## src/cps_pkg.sv

```systemverilog
// constants and field layout shared by the power and calibration setup block
package cps_pkg;
	// clock and time base
	localparam int CLK_HZ = 50_000_000;
	localparam int CYC_PER_MS = CLK_HZ / 1000;
	localparam int FP_PERIOD_MS = 36;
	localparam int FP_PERIOD_CYC = FP_PERIOD_MS * CYC_PER_MS;
	localparam int LP_STEP_MS = 200;
	localparam int LP_STEP_CYC = LP_STEP_MS * CYC_PER_MS;
	localparam int TMR_W = 26;

	// register addressing over the serial link
	localparam int ADDR_W = 11;
	localparam int DATA_W = 16;
	localparam logic [10:0] REG_PWR_ADDR = 11'h000;
	localparam logic [10:0] REG_CAL_ADDR = 11'h001;
	localparam logic [15:0] PWR_RST_VAL = 16'h0000;
	localparam logic [15:0] CAL_RST_VAL = 16'h0000;
	// bit 13 of the power register is not stored and the self-clearing bit 10 never is
	localparam logic [15:0] PWR_WMASK = 16'hDBFF;

	// power_setup_register fields
	localparam int MODE_LSB = 0;
	localparam int LPW_LSB = 2;
	localparam int STG_LSB = 4;
	localparam int DEC_LSB = 8;
	localparam int SWRST_BIT = 10;
	localparam int IRQPOL_BIT = 11;
	localparam int EXC_BIT = 12;
	localparam int BIAS_LSB = 14;

	// stage_calibration_enable fields
	localparam int N_CAL_STAGES = 8;
	localparam int FPSKIP_LSB = 12;
	localparam int LPSKIP_LSB = 14;

	// operating mode codes, the two remaining codes mean shutdown
	localparam logic [1:0] MODE_FULL = 2'h0;
	localparam logic [1:0] MODE_LOW = 2'h2;

	// decimation ratios
	localparam int DEC_W = 9;
	localparam logic [8:0] DECIM_256 = 9'h100;
	localparam logic [8:0] DECIM_128 = 9'h080;
	localparam logic [8:0] DECIM_64 = 9'h040;

	// sample skip counts
	localparam int SKIP_W = 5;
	localparam logic [4:0] FP_SKIP_0 = 5'h03;
	localparam logic [4:0] FP_SKIP_1 = 5'h07;
	localparam logic [4:0] FP_SKIP_2 = 5'h0F;
	localparam logic [4:0] FP_SKIP_3 = 5'h1F;
	localparam logic [4:0] LP_SKIP_0 = 5'h00;
	localparam logic [4:0] LP_SKIP_1 = 5'h01;
	localparam logic [4:0] LP_SKIP_2 = 5'h02;
	localparam logic [4:0] LP_SKIP_3 = 5'h03;

	// stages per sequence
	localparam int STAGE_W = 4;
	localparam logic [3:0] STAGE_MAX_CODE = 4'hB;
endpackage : cps_pkg

```

## src/cps_reg_if.sv

```systemverilog
// register access channel between the serial link and the register bank
`timescale 1ns/1ps
interface cps_reg_if;
	logic wr;
	logic [10:0] addr;
	logic [15:0] wdata;
	logic [15:0] rdata;
	modport link (output wr, output addr, output wdata, input rdata);
	modport bank (input wr, input addr, input wdata, output rdata);
endinterface : cps_reg_if

```

## src/cps_conv_timer.sv

```systemverilog
// interval timer that paces conversion sequences
`timescale 1ns/1ps
module cps_conv_timer #(
	parameter int W = 26
) (
	input wire logic i_clk,
	input wire logic i_rst,
	input wire logic i_clear,
	input wire logic i_run,
	input wire logic [W-1:0] i_period,
	output logic o_tick
);
	logic [W-1:0] count_q;

	// count while running, wrap after i_period cycles and pulse tick once
	always_ff @(posedge i_clk or posedge i_rst) begin
		if (i_rst) begin
			count_q <= '0;
			o_tick <= 1'b0;
		end else if (i_clear) begin
			count_q <= '0;
			o_tick <= 1'b0;
		end else if (i_run && count_q == i_period - W'(1)) begin
			count_q <= '0;
			o_tick <= 1'b1;
		end else begin
			count_q <= i_run ? count_q + W'(1) : count_q;
			o_tick <= 1'b0;
		end
	end
endmodule : cps_conv_timer

```

## src/cps_i2c_link.sv

```systemverilog
// two-wire serial slave giving the host access to the register bank
`timescale 1ns/1ps
module cps_i2c_link #(
	parameter logic [6:0] DEV_ADDR = 7'h2C
) (
	input wire logic i_clk,
	input wire logic i_rst,
	input wire logic i_scl,
	input wire logic i_sda,
	output logic o_sda_out,
	output logic o_sda_oe,
	cps_reg_if.link bus
);
	import cps_pkg::*;

	typedef enum logic [2:0] {LK_IDLE, LK_RECV, LK_ACK, LK_SEND, LK_RACK} cps_lk_t;

	cps_lk_t state_q;
	logic scl_m, scl_s, scl_p, sda_m, sda_s, sda_p;
	logic [2:0] bit_q;
	logic [7:0] shift_q, hold_q;
	logic full_q, is_dev_q, rw_q, rd_lo_q, inc_q, wr_q;
	logic [1:0] wph_q;
	logic [10:0] ptr_q;
	logic [15:0] wdata_q;
	logic scl_rise, scl_fall, start_w, stop_w;

	// two-flop synchronisers, the third stage only feeds edge detection
	always_ff @(posedge i_clk or posedge i_rst) begin
		if (i_rst) begin
			{scl_m, scl_s, scl_p} <= 3'h7;
			{sda_m, sda_s, sda_p} <= 3'h7;
		end else begin
			{scl_m, scl_s, scl_p} <= {i_scl, scl_m, scl_s};
			{sda_m, sda_s, sda_p} <= {i_sda, sda_m, sda_s};
		end
	end

	assign scl_rise = scl_s && !scl_p;
	assign scl_fall = !scl_s && scl_p;
	assign start_w = scl_s && scl_p && sda_p && !sda_s;
	assign stop_w = scl_s && scl_p && !sda_p && sda_s;
	// open drain: the pin is only ever pulled low
	assign o_sda_out = 1'b0;
	assign bus.wr = wr_q;
	assign bus.addr = ptr_q;
	assign bus.wdata = wdata_q;

	// byte engine: address byte, pointer bytes, then data words high byte first
	always_ff @(posedge i_clk or posedge i_rst) begin
		if (i_rst) begin
			state_q <= LK_IDLE;
			bit_q <= '0;
			shift_q <= '0;
			hold_q <= '0;
			full_q <= 1'b0;
			is_dev_q <= 1'b0;
			rw_q <= 1'b0;
			rd_lo_q <= 1'b0;
			inc_q <= 1'b0;
			wr_q <= 1'b0;
			wph_q <= '0;
			ptr_q <= '0;
			wdata_q <= '0;
			o_sda_oe <= 1'b0;
		end else begin
			wr_q <= 1'b0;
			if (start_w) begin
				state_q <= LK_RECV;
				bit_q <= '0;
				full_q <= 1'b0;
				is_dev_q <= 1'b1;
				wph_q <= '0;
				o_sda_oe <= 1'b0;
			end else if (stop_w) begin
				state_q <= LK_IDLE;
				o_sda_oe <= 1'b0;
			end else begin
				case (state_q)
					LK_RECV: begin
						if (scl_rise) begin
							shift_q <= {shift_q[6:0], sda_s};
							bit_q <= bit_q + 3'h1;
							full_q <= (bit_q == 3'h7);
						end else if (scl_fall && full_q) begin
							full_q <= 1'b0;
							if (is_dev_q) begin
								is_dev_q <= 1'b0;
								rw_q <= shift_q[0];
								rd_lo_q <= 1'b0;
								state_q <= (shift_q[7:1] == DEV_ADDR) ? LK_ACK : LK_IDLE;
								o_sda_oe <= (shift_q[7:1] == DEV_ADDR);
							end else begin
								state_q <= LK_ACK;
								o_sda_oe <= 1'b1;
								wph_q <= (wph_q == 2'h3) ? 2'h2 : wph_q + 2'h1;
								case (wph_q)
									2'h0: ptr_q[10:8] <= shift_q[2:0];
									2'h1: ptr_q[7:0] <= shift_q;
									2'h2: hold_q <= shift_q;
									default: begin
										wr_q <= 1'b1;
										wdata_q <= {hold_q, shift_q};
										inc_q <= 1'b1;
									end
								endcase
							end
						end
					end
					LK_ACK: begin
						if (scl_fall) begin
							bit_q <= '0;
							if (rw_q) begin
								state_q <= LK_SEND;
								shift_q <= bus.rdata[15:8];
								o_sda_oe <= !bus.rdata[15];
							end else begin
								state_q <= LK_RECV;
								o_sda_oe <= 1'b0;
							end
							if (inc_q) begin
								ptr_q <= ptr_q + 11'h001;
								inc_q <= 1'b0;
							end
						end
					end
					LK_SEND: begin
						if (scl_fall) begin
							if (bit_q == 3'h7) begin
								state_q <= LK_RACK;
								o_sda_oe <= 1'b0;
							end else begin
								shift_q <= {shift_q[6:0], 1'b0};
								o_sda_oe <= !shift_q[6];
								bit_q <= bit_q + 3'h1;
							end
						end
					end
					LK_RACK: begin
						// a word is done once its low byte is acknowledged
						if (scl_rise) begin
							if (sda_s) begin
								state_q <= LK_IDLE;
							end else if (rd_lo_q) begin
								ptr_q <= ptr_q + 11'h001;
							end
						end else if (scl_fall) begin
							state_q <= LK_SEND;
							bit_q <= '0;
							rd_lo_q <= !rd_lo_q;
							shift_q <= rd_lo_q ? bus.rdata[15:8] : bus.rdata[7:0];
							o_sda_oe <= rd_lo_q ? !bus.rdata[15] : !bus.rdata[7];
						end
					end
					default: begin
						state_q <= LK_IDLE;
					end
				endcase
			end
		end
	end
endmodule : cps_i2c_link

```

## src/cps_power_setup.sv

```systemverilog
// power, sequencing and calibration setup registers with conversion pacing
`timescale 1ns/1ps

module cps_power_setup #(
	parameter int FP_CYC = cps_pkg::FP_PERIOD_CYC,
	parameter int LP_STEP = cps_pkg::LP_STEP_CYC,
	parameter logic [6:0] DEV_ADDR = 7'h2C
) (
	input wire logic i_clk,
	input wire logic i_rst,
	input wire logic i_scl,
	input wire logic i_sda,
	output logic o_sda_out,
	output logic o_sda_oe,
	input wire logic i_irq_req,
	input wire logic i_stage_done,
	output logic o_int_pin,
	output logic o_seq_start,
	output logic o_seq_done,
	output logic o_stage_req,
	output logic [cps_pkg::STAGE_W-1:0] o_stage_idx,
	output logic o_stage_cal,
	output logic [cps_pkg::STAGE_W-1:0] o_stage_total,
	output logic [cps_pkg::N_CAL_STAGES-1:0] o_cal_en,
	output logic o_low_power,
	output logic o_shutdown,
	output logic o_excite_en,
	output logic [1:0] o_bias_sel,
	output logic [cps_pkg::DEC_W-1:0] o_decim_ratio,
	output logic [cps_pkg::SKIP_W-1:0] o_skip_count
);
	import cps_pkg::*;

	typedef enum logic {SQ_IDLE, SQ_RUN} cps_sq_t;

	cps_reg_if bus ();
	cps_sq_t sq_q;
	logic [15:0] pwr_q, cal_q, rdata_q;
	logic [1:0] mode_w, mode_prev_q, lpw_prev_q;
	logic is_fp, is_lp, is_off, soft_rst, tmr_clear, tmr_run, tick;
	logic [3:0] last_stage;
	logic [TMR_W-1:0] period_w;
	logic cal_bit_w;

	// host side of the register bank
	cps_i2c_link #(.DEV_ADDR(DEV_ADDR)) u_link (
		.i_clk(i_clk),
		.i_rst(i_rst),
		.i_scl(i_scl),
		.i_sda(i_sda),
		.o_sda_out(o_sda_out),
		.o_sda_oe(o_sda_oe),
		.bus(bus.link)
	);

	assign soft_rst = bus.wr && bus.addr == REG_PWR_ADDR && bus.wdata[SWRST_BIT];

	// writes never depend on the operating mode
	always_ff @(posedge i_clk or posedge i_rst) begin
		if (i_rst) begin
			pwr_q <= PWR_RST_VAL;
			cal_q <= CAL_RST_VAL;
		end else if (soft_rst) begin
			pwr_q <= PWR_RST_VAL;
			cal_q <= CAL_RST_VAL;
		end else if (bus.wr && bus.addr == REG_PWR_ADDR) begin
			pwr_q <= bus.wdata & PWR_WMASK;
		end else if (bus.wr && bus.addr == REG_CAL_ADDR) begin
			cal_q <= bus.wdata;
		end
	end

	// registered read data; unmapped addresses read zero
	always_ff @(posedge i_clk or posedge i_rst) begin
		if (i_rst) begin
			rdata_q <= '0;
		end else begin
			rdata_q <= (bus.addr == REG_PWR_ADDR) ? pwr_q : (bus.addr == REG_CAL_ADDR) ? cal_q : 16'h0000;
		end
	end
	assign bus.rdata = rdata_q;

	assign mode_w = pwr_q[MODE_LSB +: 2];
	assign is_fp = mode_w == MODE_FULL;
	assign is_lp = mode_w == MODE_LOW;
	assign is_off = !is_fp && !is_lp;
	// codes above twelve stages are clamped to the legal maximum
	assign last_stage = (pwr_q[STG_LSB +: 4] > STAGE_MAX_CODE) ? STAGE_MAX_CODE : pwr_q[STG_LSB +: 4];

	// wait grows in equal steps with the field code
	assign period_w = is_lp ? TMR_W'(LP_STEP * (int'(pwr_q[LPW_LSB +: 2]) + 1)) : TMR_W'(FP_CYC);

	always_ff @(posedge i_clk or posedge i_rst) begin
		if (i_rst) begin
			mode_prev_q <= PWR_RST_VAL[MODE_LSB +: 2];
			lpw_prev_q <= PWR_RST_VAL[LPW_LSB +: 2];
		end else begin
			mode_prev_q <= mode_w;
			lpw_prev_q <= pwr_q[LPW_LSB +: 2];
		end
	end

	// low power restarts the wait at sequence end and holds it while busy
	assign tmr_clear = soft_rst || is_off || mode_w != mode_prev_q || pwr_q[LPW_LSB +: 2] != lpw_prev_q
		|| (is_lp && o_seq_done);
	assign tmr_run = is_fp || (is_lp && sq_q == SQ_IDLE);

	cps_conv_timer #(.W(TMR_W)) u_timer (
		.i_clk(i_clk),
		.i_rst(i_rst),
		.i_clear(tmr_clear),
		.i_run(tmr_run),
		.i_period(period_w),
		.o_tick(tick)
	);

	// stage walk; a tick that arrives mid-sequence is dropped
	always_ff @(posedge i_clk or posedge i_rst) begin
		if (i_rst) begin
			sq_q <= SQ_IDLE;
			o_stage_idx <= '0;
			o_stage_req <= 1'b0;
			o_seq_start <= 1'b0;
			o_seq_done <= 1'b0;
		end else begin
			o_seq_start <= 1'b0;
			o_seq_done <= 1'b0;
			case (sq_q)
				SQ_IDLE: begin
					if (tick && !is_off && !soft_rst) begin
						sq_q <= SQ_RUN;
						o_stage_idx <= '0;
						o_stage_req <= 1'b1;
						o_seq_start <= 1'b1;
					end
				end
				SQ_RUN: begin
					// shutdown aborts a sequence in flight
					if (is_off || soft_rst) begin
						sq_q <= SQ_IDLE;
						o_stage_req <= 1'b0;
					end else if (i_stage_done) begin
						if (o_stage_idx >= last_stage) begin
							sq_q <= SQ_IDLE;
							o_stage_req <= 1'b0;
							o_seq_done <= 1'b1;
						end else begin
							o_stage_idx <= o_stage_idx + 4'h1;
						end
					end
				end
				default: begin
					sq_q <= SQ_IDLE;
					o_stage_req <= 1'b0;
				end
			endcase
		end
	end

	// only the first eight stages own a calibration enable
	assign cal_bit_w = (o_stage_idx < STAGE_W'(N_CAL_STAGES)) ? cal_q[o_stage_idx[2:0]] : 1'b0;

	// static decode of the setup fields onto registered outputs
	always_ff @(posedge i_clk or posedge i_rst) begin
		if (i_rst) begin
			o_int_pin <= 1'b1;
			o_stage_cal <= 1'b0;
			o_stage_total <= 4'h1;
			o_cal_en <= '0;
			o_low_power <= 1'b0;
			o_shutdown <= 1'b0;
			o_excite_en <= 1'b1;
			o_bias_sel <= '0;
			o_decim_ratio <= DECIM_256;
			o_skip_count <= FP_SKIP_0;
		end else begin
			// active level follows the polarity bit
			o_int_pin <= pwr_q[IRQPOL_BIT] ? i_irq_req : !i_irq_req;
			// calibration enable for the stage in progress
			o_stage_cal <= cal_bit_w;
			o_cal_en <= cal_q[N_CAL_STAGES-1:0];
			o_stage_total <= last_stage + 4'h1;
			o_low_power <= is_lp;
			o_shutdown <= is_off;
			o_excite_en <= !pwr_q[EXC_BIT];
			// bias step is passed on as its code
			o_bias_sel <= pwr_q[BIAS_LSB +: 2];
			case (pwr_q[DEC_LSB +: 2])
				2'h0: o_decim_ratio <= DECIM_256;
				2'h1: o_decim_ratio <= DECIM_128;
				default: o_decim_ratio <= DECIM_64;
			endcase
			// skip count of the mode in force
			case ({is_lp, cal_q[(is_lp ? LPSKIP_LSB : FPSKIP_LSB) +: 2]})
				3'h0: o_skip_count <= FP_SKIP_0;
				3'h1: o_skip_count <= FP_SKIP_1;
				3'h2: o_skip_count <= FP_SKIP_2;
				3'h3: o_skip_count <= FP_SKIP_3;
				3'h4: o_skip_count <= LP_SKIP_0;
				3'h5: o_skip_count <= LP_SKIP_1;
				3'h6: o_skip_count <= LP_SKIP_2;
				default: o_skip_count <= LP_SKIP_3;
			endcase
		end
	end

	// helper: cycles since the pacing timer was last cleared or ticked
	logic [TMR_W-1:0] gap_q;
	logic armed_q, from_clr_q;
	always_ff @(posedge i_clk or posedge i_rst) begin
		if (i_rst) begin
			gap_q <= '0;
			armed_q <= 1'b0;
			from_clr_q <= 1'b0;
		end else if (tmr_clear || tick) begin
			gap_q <= '0;
			armed_q <= !is_off;
			from_clr_q <= tmr_clear;
		end else if (tmr_run) begin
			gap_q <= gap_q + TMR_W'(1);
		end
	end
endmodule : cps_power_setup

```

## config.mk

```make
export PLATFORM = sky130hd
export DESIGN_NAME = cps_power_setup
export DESIGN_NICKNAME = d
export VERILOG_FILES = /design/src/cps_pkg.sv /design/src/cps_reg_if.sv /design/src/cps_conv_timer.sv /design/src/cps_i2c_link.sv /design/src/cps_power_setup.sv
export SDC_FILE = /design/constraint.sdc
export NUM_CORES = 1
export LEC_CHECK = 0
export ABC_AREA = 0
export BUFFER_PORTS_ARGS = -buffer_cell sky130_fd_sc_hd__buf_4
export CORE_MARGIN = 2
export CORE_UTILIZATION = 55
export DETAILED_ROUTE_END_ITERATION = 8
export GPL_TIMING_DRIVEN = 0
export PLACE_DENSITY = 0.79
export SYNTH_ARGS = -nofsm -noshare
export SYNTH_HDL_FRONTEND = slang
export SYNTH_SLANG_ARGS = --single-unit
```

## constraint.sdc

```tcl
create_clock -name i_clk -period 10.3 [get_ports i_clk]
set_input_delay 1.545 -clock i_clk [delete_from_list [all_inputs] [get_ports i_clk]]
set_output_delay 1.545 -clock i_clk [all_outputs]
set_load 0.005 [all_outputs]
```

==> results of run 1 <==
## final cells by class
cell class                      count  area [sq um]
Clock inverter                     13           149
Multi-Input combinational cell    600          4000
Timing Repair Buffer               41           328
Buffer                             58           312
Clock buffer                       19           433
Sequential cell                   176          4420
Fill cell                        1244          5760
Inverter                           38           158
Tap cell                          216           270
## worst max-delay path, stage by stage (launching register included)
cell and delay [ns]:
dfrtp_1 0.58, inv_1 0.15, ha_1 0.33, buf_4 0.20, xnor2_1 0.30, ha_1 0.32, xor2_1 0.19, or3b_2 0.45
a32oi_1 0.59, clkbuf_1 0.43, a21oi_1 0.13
## state kept, by name, summed over array words and instances, names as in the netlist, 2 cells and up
signal,flops
u_link.bus.wdata,16
lpw_prev_q,2
o_cal_en,8
u_timer.count_q,26
pwr_q,14
u_link.bit_q,3
bus.rdata,16
u_link.state_q,3
o_decim_ratio,3
mode_prev_q,2
cal_q,16
o_skip_count,5
o_stage_idx,4
o_bias_sel,2
u_link.shift_q,8
u_link.wph_q,2
u_link.hold_q,8
o_stage_total,4
u_link.bus.addr,11
## worst paths after layout
check / cells past startpoint / slack [ns] / end
max: 10 / 6.49 / u_timer.count_q[0]
min: 0 / 0.36 / u_link.scl_s
max reg2reg: 10 / 6.49 / u_timer.count_q[0]
min reg2reg: 0 / 0.36 / u_link.scl_s
max in group asynchronous: 3 / 8.29 / u_link.bus.addr[3]
min in group asynchronous: 2 / 1.11 / u_timer.count_q[2]
## metal layers
| layer | part of all wire (%) | vias to the layer above | wire length (um) |
|---|---|---|---|
| li1 | - | 3199 | - |
| met4 | 1.6 | 0 | 337 |
| met3 | 6.4 | 32 | 1310 |
| met2 | 45 | 253 | 9320 |
| met5 | 0 | - | 0 |
| met1 | 47 | 3388 | 9590 |
## power breakdown
| group | switching [mW] | internal, mW | leakage (nW) | total (mW) |
|---|---|---|---|---|
| Combinational | 0.167 | 0.116 | 2.05 | 0.282 |
| Clock | 0.284 | 0.363 | 0.286 | 0.647 |
| Sequential | 0.0723 | 0.746 | 2.34 | 0.818 |
| Total | 0.523 | 1.22 | 4.67 | 1.75 |
## cells by family after synthesis
kind of cell	synth area share [%]
other	0.0423
AOI/OAI and AO/OA	16.2
adders and majority gates	2.97
DFF	49.9
muxes	4.65
xor gates and xnor gates	4.80
buffers and inverters	5.21
and+or+nand+nor	16.3
## layout by cell type (no fill, tap or decap), types with 8 or more instances in the layout
cell and count:
clkbuf_16 17, buf_4 49, nand3_1 24, a22o_1 33
ha_1 21, nand2_1 86, nor2_1 34, mux2i_1 13
nor2b_1 10, buf_2 11, dfstp_2 12, nand2b_1 27
inv_1 36, xor2_1 19, and2_1 8, xnor2_1 27
dfrtp_1 164, mux2_2 21, nand4_1 11, o21ai_0 58
clkbuf_1 32, nor3_1 17, a21oi_1 59, and3_1 10
==> run_results.csv, run 1 <==
group,metric,value,unit
timing,finalHoldViolCount,0,
route,wire_per_inst,17.7,um
timing,finalClockSkew,0.0114,ns
yosys,yosysMostFrequentCell,"dfrtp_1",
timing,min_period,3.81,ns
route,ant_nets,0,
placement,gp_congestion,0.878,
clock_tree,clock-root-buffer,"clkbuf_16",
timing,tightest_slew,0.906,ns
timing,period_share,37.0,%
worst_setup_path,cp.required,10.59,ns
timing,setup_viol,0,
timing,max-slew-margin-rel,39.0,%
pwr,ir_worst_vdd,0.126,mV
yosys,ys_ff_latch,176,
clock_tree,cts.sinks,176,
pwr,total_power,1.75,mW
yosys,synth_ff_type,"dfrtp_1",
route,drt_wl_total,20.6,mm
clock_tree,cts_hold_buf,0,
yosys,ys_top_cells_by_area,"dfrtp_1 (46%), nand2_1 (3.6%), dfstp_2 (3.6%), a21oi_1 (3.3%), o21ai_0 (3.3%)",
global_routing,grt_max_degree,127,
yosys,synth_edf_count,0,
clock_tree,cts_setup_buffers,0,
floorplanning,die_x,131,um
floorplanning,coreArea,15800,sq um
global_routing,antenna_found_initial,0,
global_routing,grt_first_pass_wirelength,33.4,mm
global_routing,overflow,0,
yosys,yosysWarningCount,0,
worst_setup_path,reg2reg_from,"pwr_q[3]",
floorplanning,ios,48,
worst_setup_path,start_kind,"flip-flop",
yosys,post-synth-top-area-cell,"dfrtp_1",
yosys,yosys-top-cells-count,"dfrtp_1 (164), nand2_1 (86), a21oi_1 (59)",
floorplanning,fp.dieH,131,um
layout,drive_gt1_share,15.2,%
floorplanning,fp-row-count,46,
yosys,avgSynthCellArea,10.2,sq um
global_routing,grt_use_met2,38.4,%
placement,place_ws,6.55,ns
clock_tree,cts_tree,"done",
timing,tns,0,ns
placement,place_area,9490,sq um
layout,num_antenna_cells,0,
placement,port_buffers,40,
clock_tree,cts_resized,0,
timing,rsz0062_at_grt,"false",
worst_setup_path,cp_max_fo,10,
floorplanning,initial_utilization,56.0,%
layout,postLayoutCellArea,10100,sq um
global_routing,grt_pass1_vias,6455,
yosys,yosysUniqueCellTypes,73,
placement,placed_cells,1129,
route,vias,6872,
flow_run,drv_cap,0,
clock_tree,clkTransAtPathRegs,0.07,ns
clock_tree,clkLatencyLatePin,0.43,ns
hold_path,hold_path.startpoint,"u_link.scl_m",
global_routing,grt_use_total,25.2,%
timing,fmax,263,MHz
layout,utilization,63.6,%
yosys,synth_seq_area_share,49.9,%
yosys,synth_async_sr_flop_share,100,%
pwr,p_per_area,173,nW/um^2
worst_setup_path,cp_data_arrival_time,4.09,ns
route,drt_pre_antenna_iters,7,
route,post_drt_via_cell_ratio,5.92,
worst_setup_path,startpoint,"pwr_q[3]",
yosys,synth_top_area_share,46.3,%
route,drt-initial-drc-count,566,
clock_tree,htree_num_levels,4,
timing,fin_ws,6.49,ns
pwr,leakage,4.67,nW
global_routing,grt_use_met3,4.76,%
clock_tree,cts_max_path_buffers,2,
yosys,syn_inst,866,
timing,slew_viol_final,0,
layout,final_net_count,959,
global_routing,busiest_layer,"met2",
floorplanning,die_area,17100,sq um
timing,whs,0.359,ns
layout,fin_cells,1161,
clock_tree,cts_buffers,17,
yosys,synthesis.area,8860,sq um
status,status,"finished, final reports clean",
hold_path,min_path_type,"flip-flop to flip-flop",
layout,area_delta_synth_final,13.7,%
route,drc,0,
placement,hpwlAfterDp,14.0,mm
global_routing,met1_usage,37.1,%
worst_setup_path,endpoint_kind,"flip-flop",
worst_setup_path,critPathKind,"flip-flop to flip-flop",
Power figures use the tool's default switching activity.
==> run 2, diff against run 1 <==
--- a/config.mk
+++ b/config.mk
@@ -5,13 +5,13 @@
 export SDC_FILE = /design/constraint.sdc
 export NUM_CORES = 1
 export LEC_CHECK = 0
-export ABC_AREA = 0
+export ABC_AREA = 1
 export BUFFER_PORTS_ARGS = -buffer_cell sky130_fd_sc_hd__buf_4
 export CORE_MARGIN = 2
 export CORE_UTILIZATION = 55
 export DETAILED_ROUTE_END_ITERATION = 8
 export GPL_TIMING_DRIVEN = 0
-export PLACE_DENSITY = 0.79
+export PLACE_DENSITY = 0.82
 export SYNTH_ARGS = -nofsm -noshare
 export SYNTH_HDL_FRONTEND = slang
 export SYNTH_SLANG_ARGS = --single-unit
==> constraint.sdc (replaced) <==
create_clock -name i_clk -period 3.5 [get_ports i_clk]
set_input_delay 0.525 -clock i_clk [delete_from_list [all_inputs] [get_ports i_clk]]
set_output_delay 0.525 -clock i_clk [all_outputs]
set_load 0.005 [all_outputs]
==> run_results.csv, run 2 <==
group,metric,value,unit
yosys,post-synth-top-area-cell,"dfrtp_1",
route,ant_nets,0,
placement,placed_cells,1269,
worst_setup_path,reg2reg_from,"pwr_q[2]",
layout,num_antenna_cells,0,
route,drt_pre_antenna_iters,6,
global_routing,grt_first_pass_wirelength,34.0,mm
layout,final_net_count,1105,
yosys,yosys-top-cells-count,"nand2_1 (171), dfrtp_1 (164), inv_1 (151)",
yosys,yosysWarningCount,0,
global_routing,grt_max_degree,42,
worst_setup_path,endpoint_kind,"flip-flop",
clock_tree,clkLatencyLatePin,0.43,ns
layout,nFillCells,1258,
timing,slew_viol_final,0,
worst_setup_path,cp_slowest_stage_delay,0.40,ns
floorplanning,die_x,130,um
floorplanning,die_area,17000,sq um
pwr,swShare,28.9,%
yosys,yosysUniqueCellTypes,50,
clock_tree,cts_tree,"done",
clock_tree,cts_max_path_buffers,2,
route,vias,7140,
global_routing,grt_use_total,25.8,%
global_routing,grt_pass1_vias,6918,
layout,final_common_cell,"nand2_1",
layout,seqCellArea,4420,sq um
timing,setup_viol,0,
route,post_drt_via_cell_ratio,5.46,
clock_tree,htree_num_levels,4,
layout,layout_common_cells,"nand2_1 (171), dfrtp_1 (162), inv_1 (149)",
worst_setup_path,cp_common_cell,"nand2_1",
timing,tightest_slew,0.892,ns
pwr,p_clk_share,38.0,%
floorplanning,ios,48,
clock_tree,cts.sinks,176,
yosys,ys_ff_latch,176,
layout,multi_input_area,3570,sq um
worst_setup_path,startpoint,"pwr_q[2]",
worst_setup_path,r2r_slack,0.21,ns
pwr,p_per_area,507,nW/um^2
status,status,"finished, final reports clean",
yosys,syn_inst,1003,
pwr,p_seq_share,45.6,%
floorplanning,coreArea,15700,sq um
worst_setup_path,worst-path-buf-inv,5,
hold_path,hold_depth,1,
timing,rsz0062_at_grt,"false",
pwr,total_power,5.13,mW
route,drc,0,
clock_tree,cts_buffers,17,
timing,finalHoldViolCount,0,
route,wire_per_inst,16.0,um
yosys,synth_edf_count,0,
layout,regMostFlops,"u_timer.count_q",
yosys,synthesis.area,8780,sq um
timing,whs,0.204,ns
worst_setup_path,cp_max_fo,10,
flow_run,drv_cap,0,
global_routing,antenna_found_initial,0,
clock_tree,clock-root-buffer,"clkbuf_16",
timing,max-slew-margin-rel,40.4,%
hold_path,min_path_type,"input pin to flip-flop",
layout,fin_cells,1307,
yosys,avgSynthCellArea,8.75,sq um
pwr,internal_power,3.64,mW
clock_tree,clkTransAtPathRegs,0.06,ns
timing,period_share,94.0,%
yosys,synth_seq_area_share,50.3,%
hold_path,hold_path.startpoint,"i_scl",
timing,min_period,3.29,ns
worst_setup_path,cp.required,3.81,ns
worst_setup_path,crit_cells,19,
worst_setup_path,start_kind,"flip-flop",
pwr,ir_worst_vdd,0.395,mV
floorplanning,fp-row-count,46,
worst_setup_path,worstReg2RegEnd,"u_timer.count_q[0]",
route,drt_wl_total,20.9,mm
worst_setup_path,cp_data_arrival_time,3.60,ns
placement,hpwlAfterDp,15.0,mm
floorplanning,fp.dieH,130,um
placement,port_buffers,40,
timing,fmax,304,MHz
layout,area_delta_synth_final,15.3,%
global_routing,overflow,0,
route,drt-initial-drc-count,565,
yosys,synth_top_area_share,46.8,%
pwr,power_switching,1.48,mW
worst_setup_path,crit_family,"simple AND/OR/NAND/NOR gates",
placement,gp_congestion,0.887,
worst_setup_path,path_cells,"buf_6 > clkinvlp_4 > ha_2 > inv_1 > nand2_1 > nand2_2 > inv_2 > ha_1 > nor2_2 > nand2_1 > nand3_1 > nand2_1 > nor2_1 > nand3_1 > nor3_2 > nand4_1 > nand2_4 > buf_6 > nor2_1",
floorplanning,initial_utilization,55.9,%
yosys,yosysMostFrequentCell,"nand2_1",
layout,largest_reg_flops,26,
yosys,synth_async_sr_flop_share,100,%
worst_setup_path,cp_slowest_cell,"dfrtp_2",
pwr,pwr-share-comb,16.4,%
pwr,leakage,4.97,nW
worst_setup_path,cp-endpoint,"u_timer.count_q[0]",
layout,drive_gt1_share,15.2,%
worst_setup_path,rr_worst_depth,19,
yosys,synth_ff_type,"dfrtp_1",
yosys,ys_top_cells_by_area,"dfrtp_1 (47%), nand2_1 (7.3%), inv_1 (6.5%), nor2_1 (4.4%), dfstp_2 (3.6%)",
timing,finalClockSkew,0.0106,ns
worst_setup_path,critPathKind,"flip-flop to flip-flop",
run 2: kinds of logic after synthesis:
logic type / synth area share (%)
mux: 1.94
flops: 50.3
xor+xnor: 3.39
compound gates: 10.9
fa+ha+maj: 2.99
simple gates: 21.0
buf+inv: 9.37
other cells: 0.0427
run 2: worst min path at each step:
| stage | endpoint | slack (ns) |
|---|---|---|
| final | u_link.scl_m | 0.20 |
| after global routing | u_link.scl_m | 0.18 |
| after CTS | u_link.sda_m | 0.19 |
| after detailed placement | u_link.sda_s | 0.35 |
| after global placement | u_link.sda_s | 0.35 |
| after floorplan | u_link.scl_s | 0.35 |
run 2: metal layers:
| layer | vias to the layer above | share of wire (%) | global-route usage [%] |
|---|---|---|---|
| met5 | - | 0 | 0 |
| met4 | 0 | 1.8 | 9.49 |
| met3 | 34 | 7.0 | 5.49 |
| met2 | 293 | 47 | 40.2 |
| met1 | 3416 | 44 | 35.9 |
| li1 | 3397 | - | - |
run 2: cell type report:
class | instances | area share, %
Timing Repair Buffer | 50 | 4.28
Multi-Input combinational cell | 642 | 35.2
Buffer | 32 | 2.26
Clock buffer | 22 | 4.59
Inverter | 159 | 5.97
Tap cell | 216 | 2.67
Clock inverter | 10 | 1.33
Sequential cell | 176 | 43.7
run 2: metrics by stage:
| step | utilization, % | worst slack (ns) | instance area [sq um] | setup TNS, ns |
|---|---|---|---|---|
| 6_report | 64.4 | 0.209 | 10100 | 0 |
| 3_3_place_gp | 59.7 | -0.232 | 9370 | -36.10 |
| 5_1_grt | 64.4 | 0.0170 | 10100 | 0 |
| 4_1_cts | 64.2 | 0.00599 | 10100 | 0 |
| 3_5_place_dp | 60.2 | -0.0359 | 9460 | -0.525 |
| 2_1_floorplan | - | 0.652 | 8800 | 0 |
run 2: what timing repair did:
action,4_1_cts,5_1_grt
gates cloned,0,0
setup buffers,3,3
pin swaps,2,2
setup endpoints to repair,20,26
hold buffers,0,0
resized for setup,3,3
run 2: power groups by stage:
stage	Sequential [mW]	Clock, mW	Combinational (mW)
floorplan	2.32	0	0.644
global placement	2.36	0	0.793
detailed placement	2.37	0	0.831
CTS	2.33	1.97	0.842
global route	2.35	2.05	0.962
finish	2.34	1.95	0.841
==> run 3, diff against run 2 <==
--- a/config.mk
+++ b/config.mk
@@ -10,8 +10,9 @@
 export CORE_MARGIN = 2
 export CORE_UTILIZATION = 55
 export DETAILED_ROUTE_END_ITERATION = 8
+export GPL_ROUTABILITY_DRIVEN = 0
 export GPL_TIMING_DRIVEN = 0
-export PLACE_DENSITY = 0.82
+export PLACE_DENSITY = 0.79
 export SYNTH_ARGS = -nofsm -noshare
 export SYNTH_HDL_FRONTEND = slang
 export SYNTH_SLANG_ARGS = --single-unit
==> constraint.sdc (replaced) <==
create_clock -name i_clk -period 4.03 [get_ports i_clk]
set_input_delay 0.6045 -clock i_clk [delete_from_list [all_inputs] [get_ports i_clk]]
set_output_delay 0.6045 -clock i_clk [all_outputs]
set_load 0.005 [all_outputs]
==> run_results.csv, run 3 (synthesized netlist as in run 2, its figures left out) <==
group,metric,value,unit
floorplanning,ios,48,
floorplanning,coreArea,15700,sq um
clock_tree,clkLatencyLatePin,0.43,ns
worst_setup_path,start_kind,"flip-flop",
route,vias,7078,
clock_tree,cts_buffers,17,
timing,rsz0062_at_grt,"false",
layout,layout_common_cells,"nand2_1 (171), dfrtp_1 (164), inv_1 (150)",
floorplanning,die_x,130,um
worst_setup_path,reg2reg_from,"pwr_q[2]",
placement,place_area,9470,sq um
timing,whs,0.221,ns
layout,largest_reg_flops,26,
worst_setup_path,rr_worst_depth,19,
layout,utilization,64.1,%
clock_tree,cts_hold_buf,0,
route,wire_per_inst,15.4,um
global_routing,antenna_found_initial,0,
status,status,"finished, final reports clean",
global_routing,grt_first_pass_wirelength,33.2,mm
clock_tree,clkTransAtPathRegs,0.06,ns
timing,min_period,3.73,ns
timing,finalClockSkew,0.00758,ns
layout,postLayoutCellArea,10100,sq um
clock_tree,htree_num_levels,4,
pwr,ir_worst_vdd,0.338,mV
floorplanning,fp.dieH,130,um
layout,multi_input_area,3560,sq um
placement,place_ws,0.472,ns
worst_setup_path,endpoint_kind,"flip-flop",
route,drt_wl_total,20.0,mm
timing,slew_viol_final,0,
worst_setup_path,worstReg2RegEnd,"u_timer.count_q[9]",
global_routing,grt_pass1_vias,6747,
route,drc,0,
placement,hpwlAfterDp,14.4,mm
global_routing,overflow,0,
worst_setup_path,cp.required,4.35,ns
layout,final_net_count,1100,
clock_tree,cts_setup_buffers,0,
worst_setup_path,cp-endpoint,"u_timer.count_q[9]",
timing,fin_ws,0.305,ns
timing,tightest_slew,0.581,ns
timing,period_share,92.4,%
clock_tree,cts_tree,"done",
global_routing,grt_use_total,25.2,%
pwr,p_per_area,438,nW/um^2
global_routing,grt_max_degree,45,
layout,final_common_cell,"nand2_1",
layout,seqCellArea,4420,sq um
flow_run,drv_cap,0,
clock_tree,clock-root-buffer,"clkbuf_16",
route,ant_nets,0,
layout,num_antenna_cells,0,
route,drt-initial-drc-count,575,
layout,regMostFlops,"u_timer.count_q",
timing,max-slew-margin-rel,61.3,%
worst_setup_path,critPathKind,"flip-flop to flip-flop",
floorplanning,initial_utilization,55.9,%
timing,fmax,268,MHz
placement,placed_cells,1270,
layout,area_delta_synth_final,14.7,%
timing,tns,0,ns
hold_path,min_path_type,"input pin to async pin",
placement,port_buffers,40,
worst_setup_path,r2r_slack,0.30,ns
layout,nFillCells,1273,
pwr,leakage,4.94,nW
worst_setup_path,cp_data_arrival_time,4.04,ns
clock_tree,cts.sinks,176,
worst_setup_path,startpoint,"pwr_q[2]",
clock_tree,cts_max_path_buffers,2,
worst_setup_path,cp_max_fo,10,
timing,setup_viol,0,
layout,drive_gt1_share,14.5,%
route,post_drt_via_cell_ratio,5.44,
floorplanning,die_area,17000,sq um
clock_tree,cts_resized,0,
route,drt_pre_antenna_iters,5,
timing,finalHoldViolCount,0,
floorplanning,fp-row-count,46,
pwr,total_power,4.41,mW
layout,fin_cells,1302,
## run 3: area by class of cell
| type | instances | share of cell area [%] |
|---|---|---|
| buffer | 32 | 2.24 |
| clock buffer | 23 | 4.85 |
| clock inverter | 9 | 1.06 |
| inverter | 159 | 5.96 |
| multi-input combinational | 642 | 35.3 |
| sequential | 176 | 43.9 |
| tap | 216 | 2.68 |
| timing repair buffer | 45 | 3.98 |
## run 3: how the worst min path moves through the flow
stage,start,endpoint,slack (ns),depth (start not counted)
finish,i_rst,o_seq_done,0.22,2
global route,i_rst,cal_q[0],0.27,2
CTS,i_rst,o_seq_done,0.23,2
detailed placement,u_link.sda_m,u_link.sda_s,0.35,0
global placement,u_link.sda_m,u_link.sda_s,0.35,0
floorplan,u_link.scl_m,u_link.scl_s,0.35,0
## run 3: routing by layer
layer	track usage (%)	vias to the layer above	part of all wire, %
met5	0	-	0
met4	6.64	0	1.6
met3	5.99	43	7.0
met2	38.3	253	45
met1	36.6	3405	46
li1	-	3377	-
## run 3: worst max-delay path, stage by stage, from the launching register on
cell	delay, ns
dfrtp_1	0.48
buf_4	0.23
inv_1	0.18
ha_1	0.43
inv_1	0.12
nand2_1	0.13
nand2_2	0.15
inv_2	0.05
ha_1	0.32
nor2_2	0.13
nand2_1	0.09
inv_1	0.10
nand3_1	0.08
nand2_1	0.07
nand2_1	0.06
nor3_2	0.19
nand4_1	0.26
nand2_2	0.29
buf_6	0.18
nor2_1	0.05
## run 3: power breakdown
| part | switching [mW] | internal, mW | leakage, nW |
|---|---|---|---|
| Sequential | 0.128 | 1.90 | 2.35 |
| Combinational | 0.477 | 0.261 | 2.31 |
| Clock | 0.666 | 0.976 | 0.285 |
| Total | 1.27 | 3.14 | 4.94 |
